==> config.mk <==
export PLATFORM = sky130hd
export DESIGN_NAME = pwo_top
export DESIGN_NICKNAME = d
export VERILOG_FILES = /design/src/verilog/pwo_pkg.sv /design/src/verilog/pwo_chan.sv /design/src/verilog/pwo_top.sv
export SDC_FILE = /design/constraint.sdc
export NUM_CORES = 1
export LEC_CHECK = 0
export BUFFER_PORTS_ARGS = -buffer_cell sky130_fd_sc_hd__buf_2
export CAP_MARGIN = 10
export CORE_ASPECT_RATIO = 1.2
export CORE_UTILIZATION = 62
export CTS_CLUSTER_DIAMETER = 120
export DETAILED_ROUTE_END_ITERATION = 10
export GPL_TIMING_DRIVEN = 0
export PLACE_DENSITY = 0.83
export SYNTH_ARGS = -nofsm -noshare
export SYNTH_HDL_FRONTEND = slang
export SYNTH_SLANG_ARGS = --single-unit
==> constraint.sdc <==
create_clock -name sys_clk_in -period 8 [get_ports sys_clk_in]
set_clock_uncertainty 0.2 [all_clocks]
set_input_delay 1.2 -clock sys_clk_in [delete_from_list [all_inputs] [get_ports sys_clk_in]]
set_output_delay 1.2 -clock sys_clk_in [all_outputs]
set_load 0.01 [all_outputs]
==> src/verilog/pwo_pkg.sv <==
package pwo_pkg;

  // ************************************************************
  // Widths, limits and timing
  // ************************************************************
  localparam int LVL_W = 10;
  localparam logic [LVL_W-1:0] LVL_MAX = 10'h3ff;
  localparam logic [LVL_W-1:0] LVL_RST = 10'h000;
  localparam int ADDR_W = 16;
  localparam logic [ADDR_W-1:0] ADDR_ANY = 16'hffff;
  localparam logic [ADDR_W-1:0] ADDR_RST = 16'hffff;
  localparam int PT_W = 8;
  localparam logic [PT_W-1:0] PT_RST = 8'hff;
  localparam logic [PT_W-1:0] PT_NONE = 8'h00;
  localparam int CLK_NS = 50;
  localparam int PERIOD_NS = 64000;
  localparam int PERIOD_CYC = PERIOD_NS / CLK_NS;
  localparam int CNT_W = $clog2(PERIOD_CYC);
  localparam int TICK_MS = 100;
  localparam int TICK_CYC = TICK_MS * 1000000 / CLK_NS;
  localparam int STEPS = 1023;

  // ************************************************************
  // Types
  // ************************************************************
  typedef enum logic [1:0] {
    PWO_FN_OFF,
    PWO_FN_RSSI,
    PWO_FN_DIRECT
  } pwo_fn_e;

  typedef enum logic [2:0] {
    PWO_SEL_LVL0,
    PWO_SEL_LVL1,
    PWO_SEL_FN0,
    PWO_SEL_FN1,
    PWO_SEL_ADDR,
    PWO_SEL_PT
  } pwo_sel_e;

  typedef struct packed {
    pwo_fn_e first_output_function;
    pwo_fn_e second_output_function;
    logic [LVL_W-1:0] first_level_setting;
    logic [LVL_W-1:0] second_level_setting;
    logic [ADDR_W-1:0] bound_input_source_address;
    logic [PT_W-1:0] passthrough_hold_timeout;
  } pwo_cfg_s;

  typedef struct packed {
    logic [ADDR_W-1:0] src;
    logic [LVL_W-1:0] analog_channel_zero;
    logic [LVL_W-1:0] analog_channel_one;
  } pwo_smp_s;

endpackage

==> src/verilog/pwo_chan.sv <==
`timescale 1ns/1ps
`default_nettype none
module pwo_chan
  import pwo_pkg::*;
#(
  parameter int PERIOD = PERIOD_CYC
) (
  input wire logic sys_clk_in,
  input wire logic rst_in,
  input wire pwo_fn_e fn_in,
  input wire logic [LVL_W-1:0] cfg_lvl_in,
  input wire logic [LVL_W-1:0] rssi_lvl_in,
  input wire logic apply_in,
  input wire logic smp_load_in,
  input wire logic [LVL_W-1:0] smp_val_in,
  input wire logic tick_in,
  input wire logic [PT_W-1:0] pt_in,
  output logic pulse_out
);

  localparam logic [CNT_W-1:0] LAST = CNT_W'(PERIOD - 1);

  function automatic logic [31:0] scale(input logic [31:0] a,
                                        input logic [31:0] b);
    return a * b;
  endfunction

  logic [LVL_W-1:0] live_r;
  logic passed_r;
  logic [PT_W-1:0] tmo_r;
  logic [CNT_W-1:0] cnt_r;
  logic [LVL_W-1:0] duty_r;
  logic [LVL_W-1:0] duty_nxt;
  logic expire;

  // ************************************************************
  // Live level: host setting, passed sample, hold timeout
  // ************************************************************
  // The timeout only governs a level that arrived as a sample; a host
  // level stays until the host or a passed sample replaces it. Counting up to the setting,
  // not matching it, ends the hold even if the setting is lowered mid-count.
  assign expire = passed_r && live_r != LVL_RST && pt_in != PT_NONE &&
                  tick_in && (tmo_r + 8'h01) >= pt_in;

  always_ff @(posedge sys_clk_in) begin
    if (rst_in) begin
      live_r <= LVL_RST;
      passed_r <= 1'b0;
    end else if (smp_load_in) begin
      live_r <= smp_val_in;
      passed_r <= 1'b1;
    end else if (apply_in) begin
      live_r <= cfg_lvl_in;
      passed_r <= 1'b0;
    end else if (expire) begin
      live_r <= LVL_RST;
    end
  end

  always_ff @(posedge sys_clk_in) begin
    if (rst_in || smp_load_in || apply_in) begin
      tmo_r <= PT_NONE;
    end else if (tick_in && passed_r && live_r != LVL_RST) begin
      tmo_r <= expire ? PT_NONE : tmo_r + 8'h01;
    end
  end

  // ************************************************************
  // Period counter and pulse
  // ************************************************************
  always_comb begin
    case (fn_in)
      PWO_FN_RSSI: duty_nxt = rssi_lvl_in;
      PWO_FN_DIRECT: duty_nxt = live_r;
      default: duty_nxt = LVL_RST;
    endcase
  end

  always_ff @(posedge sys_clk_in) begin
    if (rst_in) begin
      cnt_r <= '0;
      duty_r <= LVL_RST;
    end else if (cnt_r == LAST) begin
      cnt_r <= '0;
      duty_r <= duty_nxt;
    end else begin
      cnt_r <= cnt_r + 1'b1;
    end
  end

  // Comparing scaled products keeps 1023 steps exact in a 1280-cycle period.
  always_ff @(posedge sys_clk_in) begin
    if (rst_in) begin
      pulse_out <= 1'b0;
    end else begin
      pulse_out <= scale(32'(cnt_r), STEPS) <
                   scale(32'(duty_r), PERIOD);
    end
  end

  AST_DUTY_ZERO: assert property (@(posedge sys_clk_in)
    disable iff (rst_in)
    (duty_r == LVL_RST && cnt_r != LAST) |=> !pulse_out)
    else $error("zero level produced a high pulse");
  AST_DUTY_FULL: assert property (@(posedge sys_clk_in)
    disable iff (rst_in)
    (duty_r == LVL_MAX && cnt_r != LAST) |=> pulse_out)
    else $error("full level produced a low pulse");
  AST_CNT_WRAP: assert property (@(posedge sys_clk_in)
    disable iff (rst_in)
    cnt_r == LAST |=> cnt_r == '0)
    else $error("period length wrong");
  AST_CNT_STEP: assert property (@(posedge sys_clk_in)
    disable iff (rst_in)
    cnt_r != LAST |=> cnt_r == $past(cnt_r) + 1'b1)
    else $error("period counter skipped a step");
  AST_DUTY_HOLD: assert property (@(posedge sys_clk_in)
    disable iff (rst_in)
    cnt_r != LAST |=> $stable(duty_r))
    else $error("duty changed inside a period");
  AST_SMP_LOAD: assert property (@(posedge sys_clk_in)
    disable iff (rst_in)
    smp_load_in |=> live_r == $past(smp_val_in) && passed_r)
    else $error("sample not loaded");
  AST_APPLY: assert property (@(posedge sys_clk_in)
    disable iff (rst_in)
    (apply_in && !smp_load_in) |=> live_r == $past(cfg_lvl_in) && !passed_r)
    else $error("applied level not loaded");
  AST_EXPIRE: assert property (@(posedge sys_clk_in)
    disable iff (rst_in)
    (expire && !smp_load_in && !apply_in) |=> live_r == LVL_RST)
    else $error("timeout did not clear level");

endmodule
`default_nettype wire

==> src/verilog/pwo_top.sv <==
`timescale 1ns/1ps
`default_nettype none
module pwo_top
  import pwo_pkg::*;
#(
  parameter int TICK = TICK_CYC,
  parameter int PERIOD = PERIOD_CYC
) (
  input wire logic sys_clk_in,
  input wire logic rst_in,
  input wire logic cfg_wr_in,
  input wire pwo_sel_e cfg_sel_in,
  input wire logic [ADDR_W-1:0] cfg_data_in,
  input wire logic apply_changes_action_in,
  input wire logic leave_command_mode_action_in,
  input wire logic sample_valid_in,
  input wire pwo_smp_s sample_in,
  input wire logic [LVL_W-1:0] rssi_level_in,
  output pwo_cfg_s cfg_out,
  output logic first_pulse_output_out,
  output logic second_pulse_output_out
);

  pwo_cfg_s cfg_r;
  pwo_fn_e fn0_r;
  pwo_fn_e fn1_r;
  localparam int DIV_W = $clog2(TICK);
  localparam logic [DIV_W-1:0] DIV_LAST = DIV_W'(TICK - 1);

  logic [DIV_W-1:0] div_r;
  logic tick;
  logic apply;
  logic smp_ok;

  // ************************************************************
  // Shared decoders
  // ************************************************************
  // The whole data word is compared, so a large code whose low bits look
  // legal is still refused.
  function automatic logic fn_code_ok(input logic [ADDR_W-1:0] d);
    return d <= ADDR_W'(PWO_FN_DIRECT);
  endfunction

  // The all-ones binding is a wildcard that takes any sender.
  function automatic logic src_match(input logic [ADDR_W-1:0] bound,
                                     input logic [ADDR_W-1:0] src);
    return bound == ADDR_ANY || bound == src;
  endfunction

  // ************************************************************
  // Stored settings, written by the host
  // ************************************************************
  // Function codes above direct are dropped so the selector never holds
  // an undefined mode.
  always_ff @(posedge sys_clk_in) begin
    if (rst_in) begin
      cfg_r.first_output_function <= PWO_FN_RSSI;
      cfg_r.second_output_function <= PWO_FN_OFF;
      cfg_r.first_level_setting <= LVL_RST;
      cfg_r.second_level_setting <= LVL_RST;
      cfg_r.bound_input_source_address <= ADDR_RST;
      cfg_r.passthrough_hold_timeout <= PT_RST;
    end else if (cfg_wr_in) begin
      case (cfg_sel_in)
        PWO_SEL_LVL0: cfg_r.first_level_setting <= cfg_data_in[LVL_W-1:0];
        PWO_SEL_LVL1: begin
          cfg_r.second_level_setting <= cfg_data_in[LVL_W-1:0];
        end
        PWO_SEL_FN0: begin
          if (fn_code_ok(cfg_data_in)) begin
            cfg_r.first_output_function <= pwo_fn_e'(cfg_data_in[1:0]);
          end
        end
        PWO_SEL_FN1: begin
          if (fn_code_ok(cfg_data_in)) begin
            cfg_r.second_output_function <= pwo_fn_e'(cfg_data_in[1:0]);
          end
        end
        PWO_SEL_ADDR: cfg_r.bound_input_source_address <= cfg_data_in;
        PWO_SEL_PT: cfg_r.passthrough_hold_timeout <= cfg_data_in[PT_W-1:0];
        default: ;
      endcase
    end
  end

  assign cfg_out = cfg_r;

  // ************************************************************
  // Applied functions and sample acceptance
  // ************************************************************
  assign apply = apply_changes_action_in || leave_command_mode_action_in;

  always_ff @(posedge sys_clk_in) begin
    if (rst_in) begin
      fn0_r <= PWO_FN_RSSI;
      fn1_r <= PWO_FN_OFF;
    end else if (apply) begin
      fn0_r <= cfg_r.first_output_function;
      fn1_r <= cfg_r.second_output_function;
    end
  end

  assign smp_ok = sample_valid_in &&
    src_match(cfg_r.bound_input_source_address, sample_in.src);

  // ************************************************************
  // Timeout tick divider
  // ************************************************************
  always_ff @(posedge sys_clk_in) begin
    if (rst_in || tick) begin
      div_r <= '0;
    end else begin
      div_r <= div_r + 1'b1;
    end
  end

  assign tick = div_r == DIV_LAST;

  pwo_chan #(.PERIOD(PERIOD)) u_chan0 (
    .sys_clk_in(sys_clk_in),
    .rst_in(rst_in),
    .fn_in(fn0_r),
    .cfg_lvl_in(cfg_r.first_level_setting),
    .rssi_lvl_in(rssi_level_in),
    .apply_in(apply),
    .smp_load_in(smp_ok),
    .smp_val_in(sample_in.analog_channel_zero),
    .tick_in(tick),
    .pt_in(cfg_r.passthrough_hold_timeout),
    .pulse_out(first_pulse_output_out)
  );

  pwo_chan #(.PERIOD(PERIOD)) u_chan1 (
    .sys_clk_in(sys_clk_in),
    .rst_in(rst_in),
    .fn_in(fn1_r),
    .cfg_lvl_in(cfg_r.second_level_setting),
    .rssi_lvl_in(rssi_level_in),
    .apply_in(apply),
    .smp_load_in(smp_ok),
    .smp_val_in(sample_in.analog_channel_one),
    .tick_in(tick),
    .pt_in(cfg_r.passthrough_hold_timeout),
    .pulse_out(second_pulse_output_out)
  );

  // ************************************************************
  // Checks on settings, applied functions, sample routing and the tick divider
  // ************************************************************
  AST_RESET_FN: assert property (@(posedge sys_clk_in)
    $past(rst_in) |-> cfg_r.first_output_function == PWO_FN_RSSI &&
      cfg_r.second_output_function == PWO_FN_OFF &&
      cfg_r.second_level_setting == LVL_RST)
    else $error("reset values wrong");
  // A refused sample may coincide with an expiring hold timer, so a level
  // that drops to zero is allowed here.
  AST_ADDR_FILTER: assert property (@(posedge sys_clk_in)
    disable iff (rst_in)
    (sample_valid_in && !apply &&
     cfg_r.bound_input_source_address != ADDR_ANY &&
     cfg_r.bound_input_source_address != sample_in.src) |=>
      (u_chan0.live_r == $past(u_chan0.live_r) ||
       u_chan0.live_r == LVL_RST) &&
      (u_chan1.live_r == $past(u_chan1.live_r) ||
       u_chan1.live_r == LVL_RST))
    else $error("sample from foreign source accepted");
  AST_LVL1_WR: assert property (@(posedge sys_clk_in)
    disable iff (rst_in)
    (cfg_wr_in && cfg_sel_in == PWO_SEL_LVL1) |=>
      cfg_r.second_level_setting == $past(cfg_data_in[LVL_W-1:0]))
    else $error("second level not stored");
  AST_FN_APPLY: assert property (@(posedge sys_clk_in)
    disable iff (rst_in)
    (apply && !cfg_wr_in) |=> fn1_r == cfg_r.second_output_function)
    else $error("function not applied");
  AST_FN0_APPLY: assert property (@(posedge sys_clk_in)
    disable iff (rst_in)
    (apply && !cfg_wr_in) |=> fn0_r == cfg_r.first_output_function)
    else $error("first function not applied");
  AST_FN_HOLD: assert property (@(posedge sys_clk_in)
    disable iff (rst_in)
    !apply |=> $stable(fn0_r) && $stable(fn1_r))
    else $error("function changed without an apply");
  AST_FN0_WR: assert property (@(posedge sys_clk_in)
    disable iff (rst_in)
    (cfg_wr_in && cfg_sel_in == PWO_SEL_FN0 &&
     cfg_data_in <= ADDR_W'(PWO_FN_DIRECT)) |=>
      cfg_r.first_output_function == pwo_fn_e'($past(cfg_data_in[1:0])))
    else $error("first function not stored");
  AST_FN0_REFUSE: assert property (@(posedge sys_clk_in)
    disable iff (rst_in)
    (cfg_wr_in && cfg_sel_in == PWO_SEL_FN0 &&
     cfg_data_in > ADDR_W'(PWO_FN_DIRECT)) |=>
      $stable(cfg_r.first_output_function))
    else $error("out of range first function stored");
  AST_FN1_REFUSE: assert property (@(posedge sys_clk_in)
    disable iff (rst_in)
    (cfg_wr_in && cfg_sel_in == PWO_SEL_FN1 &&
     cfg_data_in > ADDR_W'(PWO_FN_DIRECT)) |=>
      $stable(cfg_r.second_output_function))
    else $error("out of range second function stored");
  AST_SMP_ROUTE: assert property (@(posedge sys_clk_in)
    disable iff (rst_in)
    smp_ok |=> u_chan0.live_r == $past(sample_in.analog_channel_zero) &&
      u_chan1.live_r == $past(sample_in.analog_channel_one))
    else $error("sample channels reached the wrong output");
  AST_TICK_WRAP: assert property (@(posedge sys_clk_in)
    disable iff (rst_in)
    tick |=> div_r == '0)
    else $error("timeout divider did not restart");
  AST_DIV_RANGE: assert property (@(posedge sys_clk_in)
    disable iff (rst_in)
    div_r <= DIV_LAST)
    else $error("timeout divider overran");

endmodule
`default_nettype wire

# Word-level counts from Yosys, hierarchy flattened

Index checks and enable logic that the tools add are counted.

Add/subtract/negate cells: 5
Multipliers: 4
Magnitude comparators: 5
Equality and inequality tests: 14
Muxes and demuxes: 12
Reductions and logical operators: 32

Operators by type and width:

| cell                                                                               | number |
|---|---|
| 10-bit two-way mux                                                                 | 6 |
| 21-bit less-than comparator                                                        | 2 |
| 11-bit by 10-bit multiplier with 21-bit output (second input constant)             | 2 |
| 10-bit case mux with 2 select lines                                                | 2 |
| 10-bit by 3-bit multiplier with 13-bit output (second input constant)              | 2 |
| 11-bit by 1-bit adder with 11-bit output (second input constant)                   | 2 |
| 11-bit equality test (second input constant)                                       | 2 |
| 21-bit by 1-bit adder with 21-bit output (second input constant)                   | 1 |
| 21-bit equality test (second input constant)                                       | 1 |
| 10-bit nonzero test                                                                | 2 |
| 8-bit by 1-bit adder with 8-bit output (second input constant)                     | 2 |
| 16-bit equality test                                                               | 1 |
| 16-bit equality test (second input constant)                                       | 1 |
| 8-bit greater-or-equal comparator                                                  | 2 |
| 16-bit by 2-bit less-or-equal comparator with 1-bit output (second input constant) | 1 |
| 8-bit two-way mux                                                                  | 2 |
| 1-bit logical AND                                                                  | 12 |
| 2-bit AND reduction                                                                | 4 |
| 8-bit nonzero test                                                                 | 1 |
| 3-bit by 2-bit equality test with 1-bit output (second input constant)             | 2 |
| 3-bit equality test (second input constant)                                        | 2 |
| 3-bit AND reduction                                                                | 2 |
| 3-bit nonzero test                                                                 | 2 |
| 1-bit logical OR                                                                   | 5 |
| 7 further kinds                                                                    | 11 |

Register bits after elaboration: 154
Input port bits: 71
Output and inout bits: 50
Logic and storage cells: 92

# Longest topological paths before layout

Depth in word-level cells: 8
Mapped depth: 25
Gate-level depth less buffers: 25

# Modules after synthesis

Synthesis repeated with hierarchy kept, for this count alone.

Cell total of the unflattened synthesis: 1,532
Area, all modules: 13,636.8 sq um

By module, submodules not included:

| module             | times used | cells each | area each (sq um) | sequential area each (sq um) |
|---|---|---|---|---|
| pwo_chan (u_chan1) | 1          | 598        | 5,380.2           | 820.8 |
| pwo_chan (u_chan0) | 1          | 574        | 5,167.5           | 820.8 |
| pwo_top            | 1          | 360        | 3,089.2           | 1,461.4 |

# Worst setup path before layout

No wires, ideal clock.

Kind: reg2reg
From: register u_chan1.cnt_r[5]
To: register u_chan1.pulse_out
Library setup time: 0.092 ns
Arrival: 6.050 ns
Required time: 7.708 ns
Path slack: 1.658 ns
Stages on the path, launching flop included: 25
Path buffers: 0
Period minus slack after synthesis: 6.342 ns
Path through: dfxtp_1 -> inv_1 -> fa_1 -> inv_1 -> fa_1 -> inv_1 -> fa_1 -> inv_1 -> fa_1 -> inv_1 -> fa_1 -> inv_1 -> ha_1 -> a21o_1 -> a221o_1 -> a32oi_2 -> nand2b_2 -> or4_1 -> nand4_1 -> ha_1 -> a21o_1 -> a211o_1 -> o211ai_1 -> a21oi_1 -> nor4_1

Cells in the longest elaborated chain, start to end: 2

RTL lines:

| what                                           | line           | source |
|---|---|---|
| start, declared                                | pwo_chan.sv:31 | `logic [CNT_W-1:0] cnt_r;` |
| start signal, assigned                         | pwo_chan.sv:87 | `cnt_r <= cnt_r + 1'b1;` |
| 11-bit by 10-bit multiplier with 21-bit output | pwo_chan.sv:25 | `return a * b;` |
| 21-bit less-than comparator                    | pwo_chan.sv:96 | `pulse_out <= scale(32'(cnt_r), STEPS) <` |
| end signal, assigned                           | pwo_chan.sv:96 |  |
| end, declared                                  | pwo_chan.sv:18 | `output logic pulse_out` |

No other way between the ends.
A chain may end at the register's enable or synchronous reset.

# Worst setup path in the final report

Same ends and word-level chain as after synthesis.

==> results.txt <==
The count of fill cells added during filler insertion is 1493. The violation count after the first detailed-route iteration came out at 536. The source-to-sink clock delay at the later pin of the worst-skew pair came out at 0.44 ns.

The number of vias in the routed layout came out at 11109. The count of buffers added by post-CTS timing repair for setup came out at 0. Relative to the synthesized area, the layout overhead comes to 11.6%. For this run, the leading register cell type out of synthesis is dfxtp_1. The clock-pin transition on the worst setup and hold timing paths is 0.07 ns. With fillers left out, the area of the finished cells amounts to 15000 um^2. Setup repair after global routing left no endpoint under its margin. STA classifies the critical path endpoint as a flip-flop.

The time the worst path needs with I/O delays and setup is 6.97 ns. The total length of routed wires came out at 32.4 mm. The run finished with clean final reports. The number of rows in the core area is 58. The number of flops mapped to enable cells by yosys came out at 0. For this design the static power due to leakage is 7.65 nW. Gates resized during post-CTS repair numbered 0.

The number of iterations in the first detailed-routing pass is 5. The tree is rooted in a clkbuf_16. The highest clock rate came out at 143 MHz. The per-instance average area after synthesis is 9.15 um^2. Across every metal layer, demand over resource in global routing totals 0.310. For this run, design rule violations remaining after detail routing come to 0.

The area of the die came out at 22300 um^2. The sink count of the clock tree is 154. The internal power consumption is 1.41 mW. The dominant combinational cell family by area after synthesis is adder cells. The portion of synthesized area spent on multiplexers is 0.00372.

The period utilization came out at 0.872. The worst register-to-register path begins at u_chan1.cnt_r[5]. The number of buffer cells added on primary ports is 119. The proportion of total power due to net switching is 0.317. The worst hold path begins at u_chan0.tmo_r[7]. Measured against its own limit, the worst slew margin works out to 0.319. Setup violations remaining at the end of the flow were counted as 0. The part of the power in the clock network is 0.410.

The global-route wire length before repair came out at 54.2 mm. The tightest min-delay check is of the flip-flop to flip-flop type. The TritonCTS clock tree is built. The path with the worst hold slack has its endpoint at u_chan0.tmo_r[7]. The largest net degree at the start of global routing is 19. The share of total power dissipated in sequential elements is 0.391. The number of nets with antenna violations after routing came out at 0. The share of total power dissipated in combinational logic is 0.199. The post-layout net count is 1983. The synthesized instance count is 1469. Of the total synthesized cell area, the portion taken by XOR and XNOR cells is 0.0671. The critical path in this run is classified as flip-flop to flip-flop.

After global routing the overflow that remains totals 0. VDD sags by at most 0.165 mV. The initial core utilization is 0.637. In the post-route analysis, the smallest setup slack over all paths is 1.03 ns. The number of vias per cell is 5.87. At the end of routability-driven placement, the weighted congestion stood at 0.911. The area used by sequential logic in the layout came out at 3080 um^2. The distinct cell type count after synthesis is 69. TritonCTS created 17 clock buffers. The setup TNS after final layout is 0 ns. The synthesis warning total is 0.

Max-cap violations in this run came to 0. The required time reported for the critical path endpoint is 8.14 ns. The top fanout value on the critical path is 7. The post-synthesis simple-gate area fraction came out at 0.163.

STA classifies the critical path startpoint as a flip-flop. The endpoint identified for the worst register-to-register timing path is u_chan1.pulse_out. The die width is 136 um. The post-synthesis sequential area ratio is 0.229. The hold-fix buffer count after cts is 0. The placement-stage worst setup slack is 1.01 ns. The slew at the pin closest to its max-slew limit came out at 1.01 ns. The net switching power is 657 uW.

The synthesized netlist occupies a cell area of 13400 um^2. The layout cell share with drive strength beyond 1 is 0.111. The average detailed-routed wire length per instance came out at 17.1 um. The depth of the worst register-to-register path came out at 24.

The footprint of the multi-input gates is 9500 um^2. The number of hold violations in the final report is 0. The power density over the cells is 138 nW/um^2. The number of global-route vias before repair came out at 11608. The overall die height came out at 163 um. The number of antenna violations at the first check in global routing came out at 2. Of the total synthesized cell area, the portion taken by full adders, half adders and majority gates is 0.342. The complex-gate fraction of the synthesized area is 0.131.

The HPWL after detailed placement is 25.9 mm. The flop and latch count out of synthesis came out at 154. The H-tree depth came out at 4. After synthesis, the share of flip-flops with an asynchronous set or reset is 0.

Data on the critical path arrives at its endpoint at 7.11 ns. The area after detailed placement came out at 14400 um^2. When the netlist entered floorplanning its net count stood at 1845. The number of pins with negative max-slew slack in the final report was 0.

The floorplan core area came out at 21100 um^2. The I/O pin count is 121. For flop-to-flop paths, the worst setup slack is 1.03 ns.

The maximum clock path buffer count is 2. The worst hold path passes through 2 cells.
-- power groups by stage --
| stage | combinational, mW | clock (mW) | sequential (mW) |
|---|---|---|---|
| floorplan | 0.281 | 0 | 0.826 |
| global placement | 0.390 | 0 | 0.826 |
| detailed placement | 0.406 | 0 | 0.827 |
| CTS | 0.415 | 0.858 | 0.809 |
| global route | 0.470 | 0.890 | 0.812 |
| finish | 0.413 | 0.849 | 0.810 |
-- worst max-delay path by stage --
stage / startpoint / to / slack (ns) / cells past startpoint
2_1_floorplan: u_chan1.cnt_r[5] / u_chan1.pulse_out / 1.66 / 24
3_3_place_gp: u_chan1.cnt_r[5] / u_chan1.pulse_out / 1.10 / 25
3_5_place_dp: u_chan1.cnt_r[5] / u_chan1.pulse_out / 1.01 / 24
4_1_cts: u_chan1.cnt_r[5] / u_chan1.pulse_out / 0.99 / 24
5_1_grt: u_chan1.cnt_r[5] / u_chan1.pulse_out / 0.62 / 25
6_report: u_chan1.cnt_r[5] / u_chan1.pulse_out / 1.03 / 24
-- state kept, by name, summed over array words and instances, names as in the netlist, 8 cells and up --
register and flops:
u_chan1.duty_r 10, u_chan1.tmo_r 8, u_chan0.cnt_r 11, u_chan1.live_r 10, u_chan0.duty_r 10, u_chan0.tmo_r 8, cfg_out 48, div_r 21
u_chan0.live_r 10, u_chan1.cnt_r 11
-- routing by layer --
| metal | up-vias | track usage | routed length, um |
|---|---|---|---|
| met5 | - | 0 | 22 |
| met4 | 4 | 0.162 | 1620 |
| met3 | 109 | 0.0515 | 1550 |
| met2 | 327 | 0.560 | 16600 |
| met1 | 5356 | 0.346 | 12600 |
| li1 | 5313 | - | - |
-- through the flow --
step	hold WS, ns	std cells	util	total power, mW
detailed placement	0.259	1858	0.681	1.23
floorplan	0.232	1469	-	1.11
global placement	0.251	1858	0.681	1.22
finish	0.271	1891	0.711	2.07
global route	0.281	1890	0.710	2.17
CTS	0.277	1890	0.710	2.08
-- kinds of logic (layout without fill, tap and decap cells) --
group	count (synthesis)	count (layout)
xor gates and xnor gates	103	103
and+or+nand+nor	418	418
adders and majority gates	305	305
AOI/OAI and AO/OA	257	257
DFF	154	154
muxes	5	5
other	0	1
buffers and inverters	227	378
-- cell usage after synthesis (all sizes together) (21+ instances only) --
master | instances | area [um^2]
a21oi | 87 | 439
and3 | 35 | 219
clkbuf | 25 | 93.8
dfxtp | 154 | 3080
fa | 104 | 2080
ha | 201 | 2510
inv | 193 | 724
nand2 | 127 | 477
nand3 | 35 | 193
nand4 | 21 | 161
nor2 | 74 | 278
nor2b | 25 | 156
nor3b | 21 | 158
o21ai | 47 | 246
xnor2 | 65 | 569
xor2 | 38 | 333
-- cell usage in the layout, fill, tap and decap left out, types with 6 or more instances in the layout --
master / n
nand3b_1: 16
nor2b_1: 25
a22oi_1: 20
a21o_1: 15
xor2_1: 38
nor4_1: 17
nor3b_1: 21
buf_2: 122
and2_1: 7
a211o_1: 20
fa_1: 104
or3_1: 6
nand3_1: 33
clkbuf_16: 17
nand2_1: 127
a21oi_1: 86
and3_1: 35
xnor2_1: 65
clkbuf_1: 25
inv_1: 191
o21a_1: 10
buf_1: 6
nor2_1: 74
dfxtp_1: 154
a311o_1: 20
nor3_1: 8
nand4_1: 19
nand2b_1: 9
ha_1: 201
o21ai_0: 42
-- critical path, cell delays in order (launching register included) --
cell and delay, ns:
dfxtp_1 0.57, inv_1 0.12, fa_1 0.62, inv_1 0.12
fa_1 0.55, inv_1 0.05, fa_1 0.47, inv_1 0.05
fa_1 0.57, inv_1 0.07, fa_1 0.52, inv_1 0.05
ha_1 0.31, a21o_1 0.16, a221o_1 0.32, a32oi_2 0.33
nand2b_2 0.14, or4_1 0.42, nand4_1 0.11, ha_1 0.24
a21o_1 0.16, a211o_1 0.28, o211ai_1 0.09, a21oi_1 0.09
nor4_1 0.24
-- cell type report --
| type | instances | area share |
|---|---|---|
| plain buffers | 34 | 0.00876 |
| inverters | 193 | 0.0483 |
| diodes | 1 | 0.000167 |
| clock buffers | 17 | 0.0283 |
| repair buffers | 119 | 0.0397 |
| well taps | 270 | 0.0225 |
| multi-input cells | 1088 | 0.633 |
| clock inverters | 15 | 0.0135 |
| flip-flops and latches | 154 | 0.205 |
(Power assumes the default switching activity.)
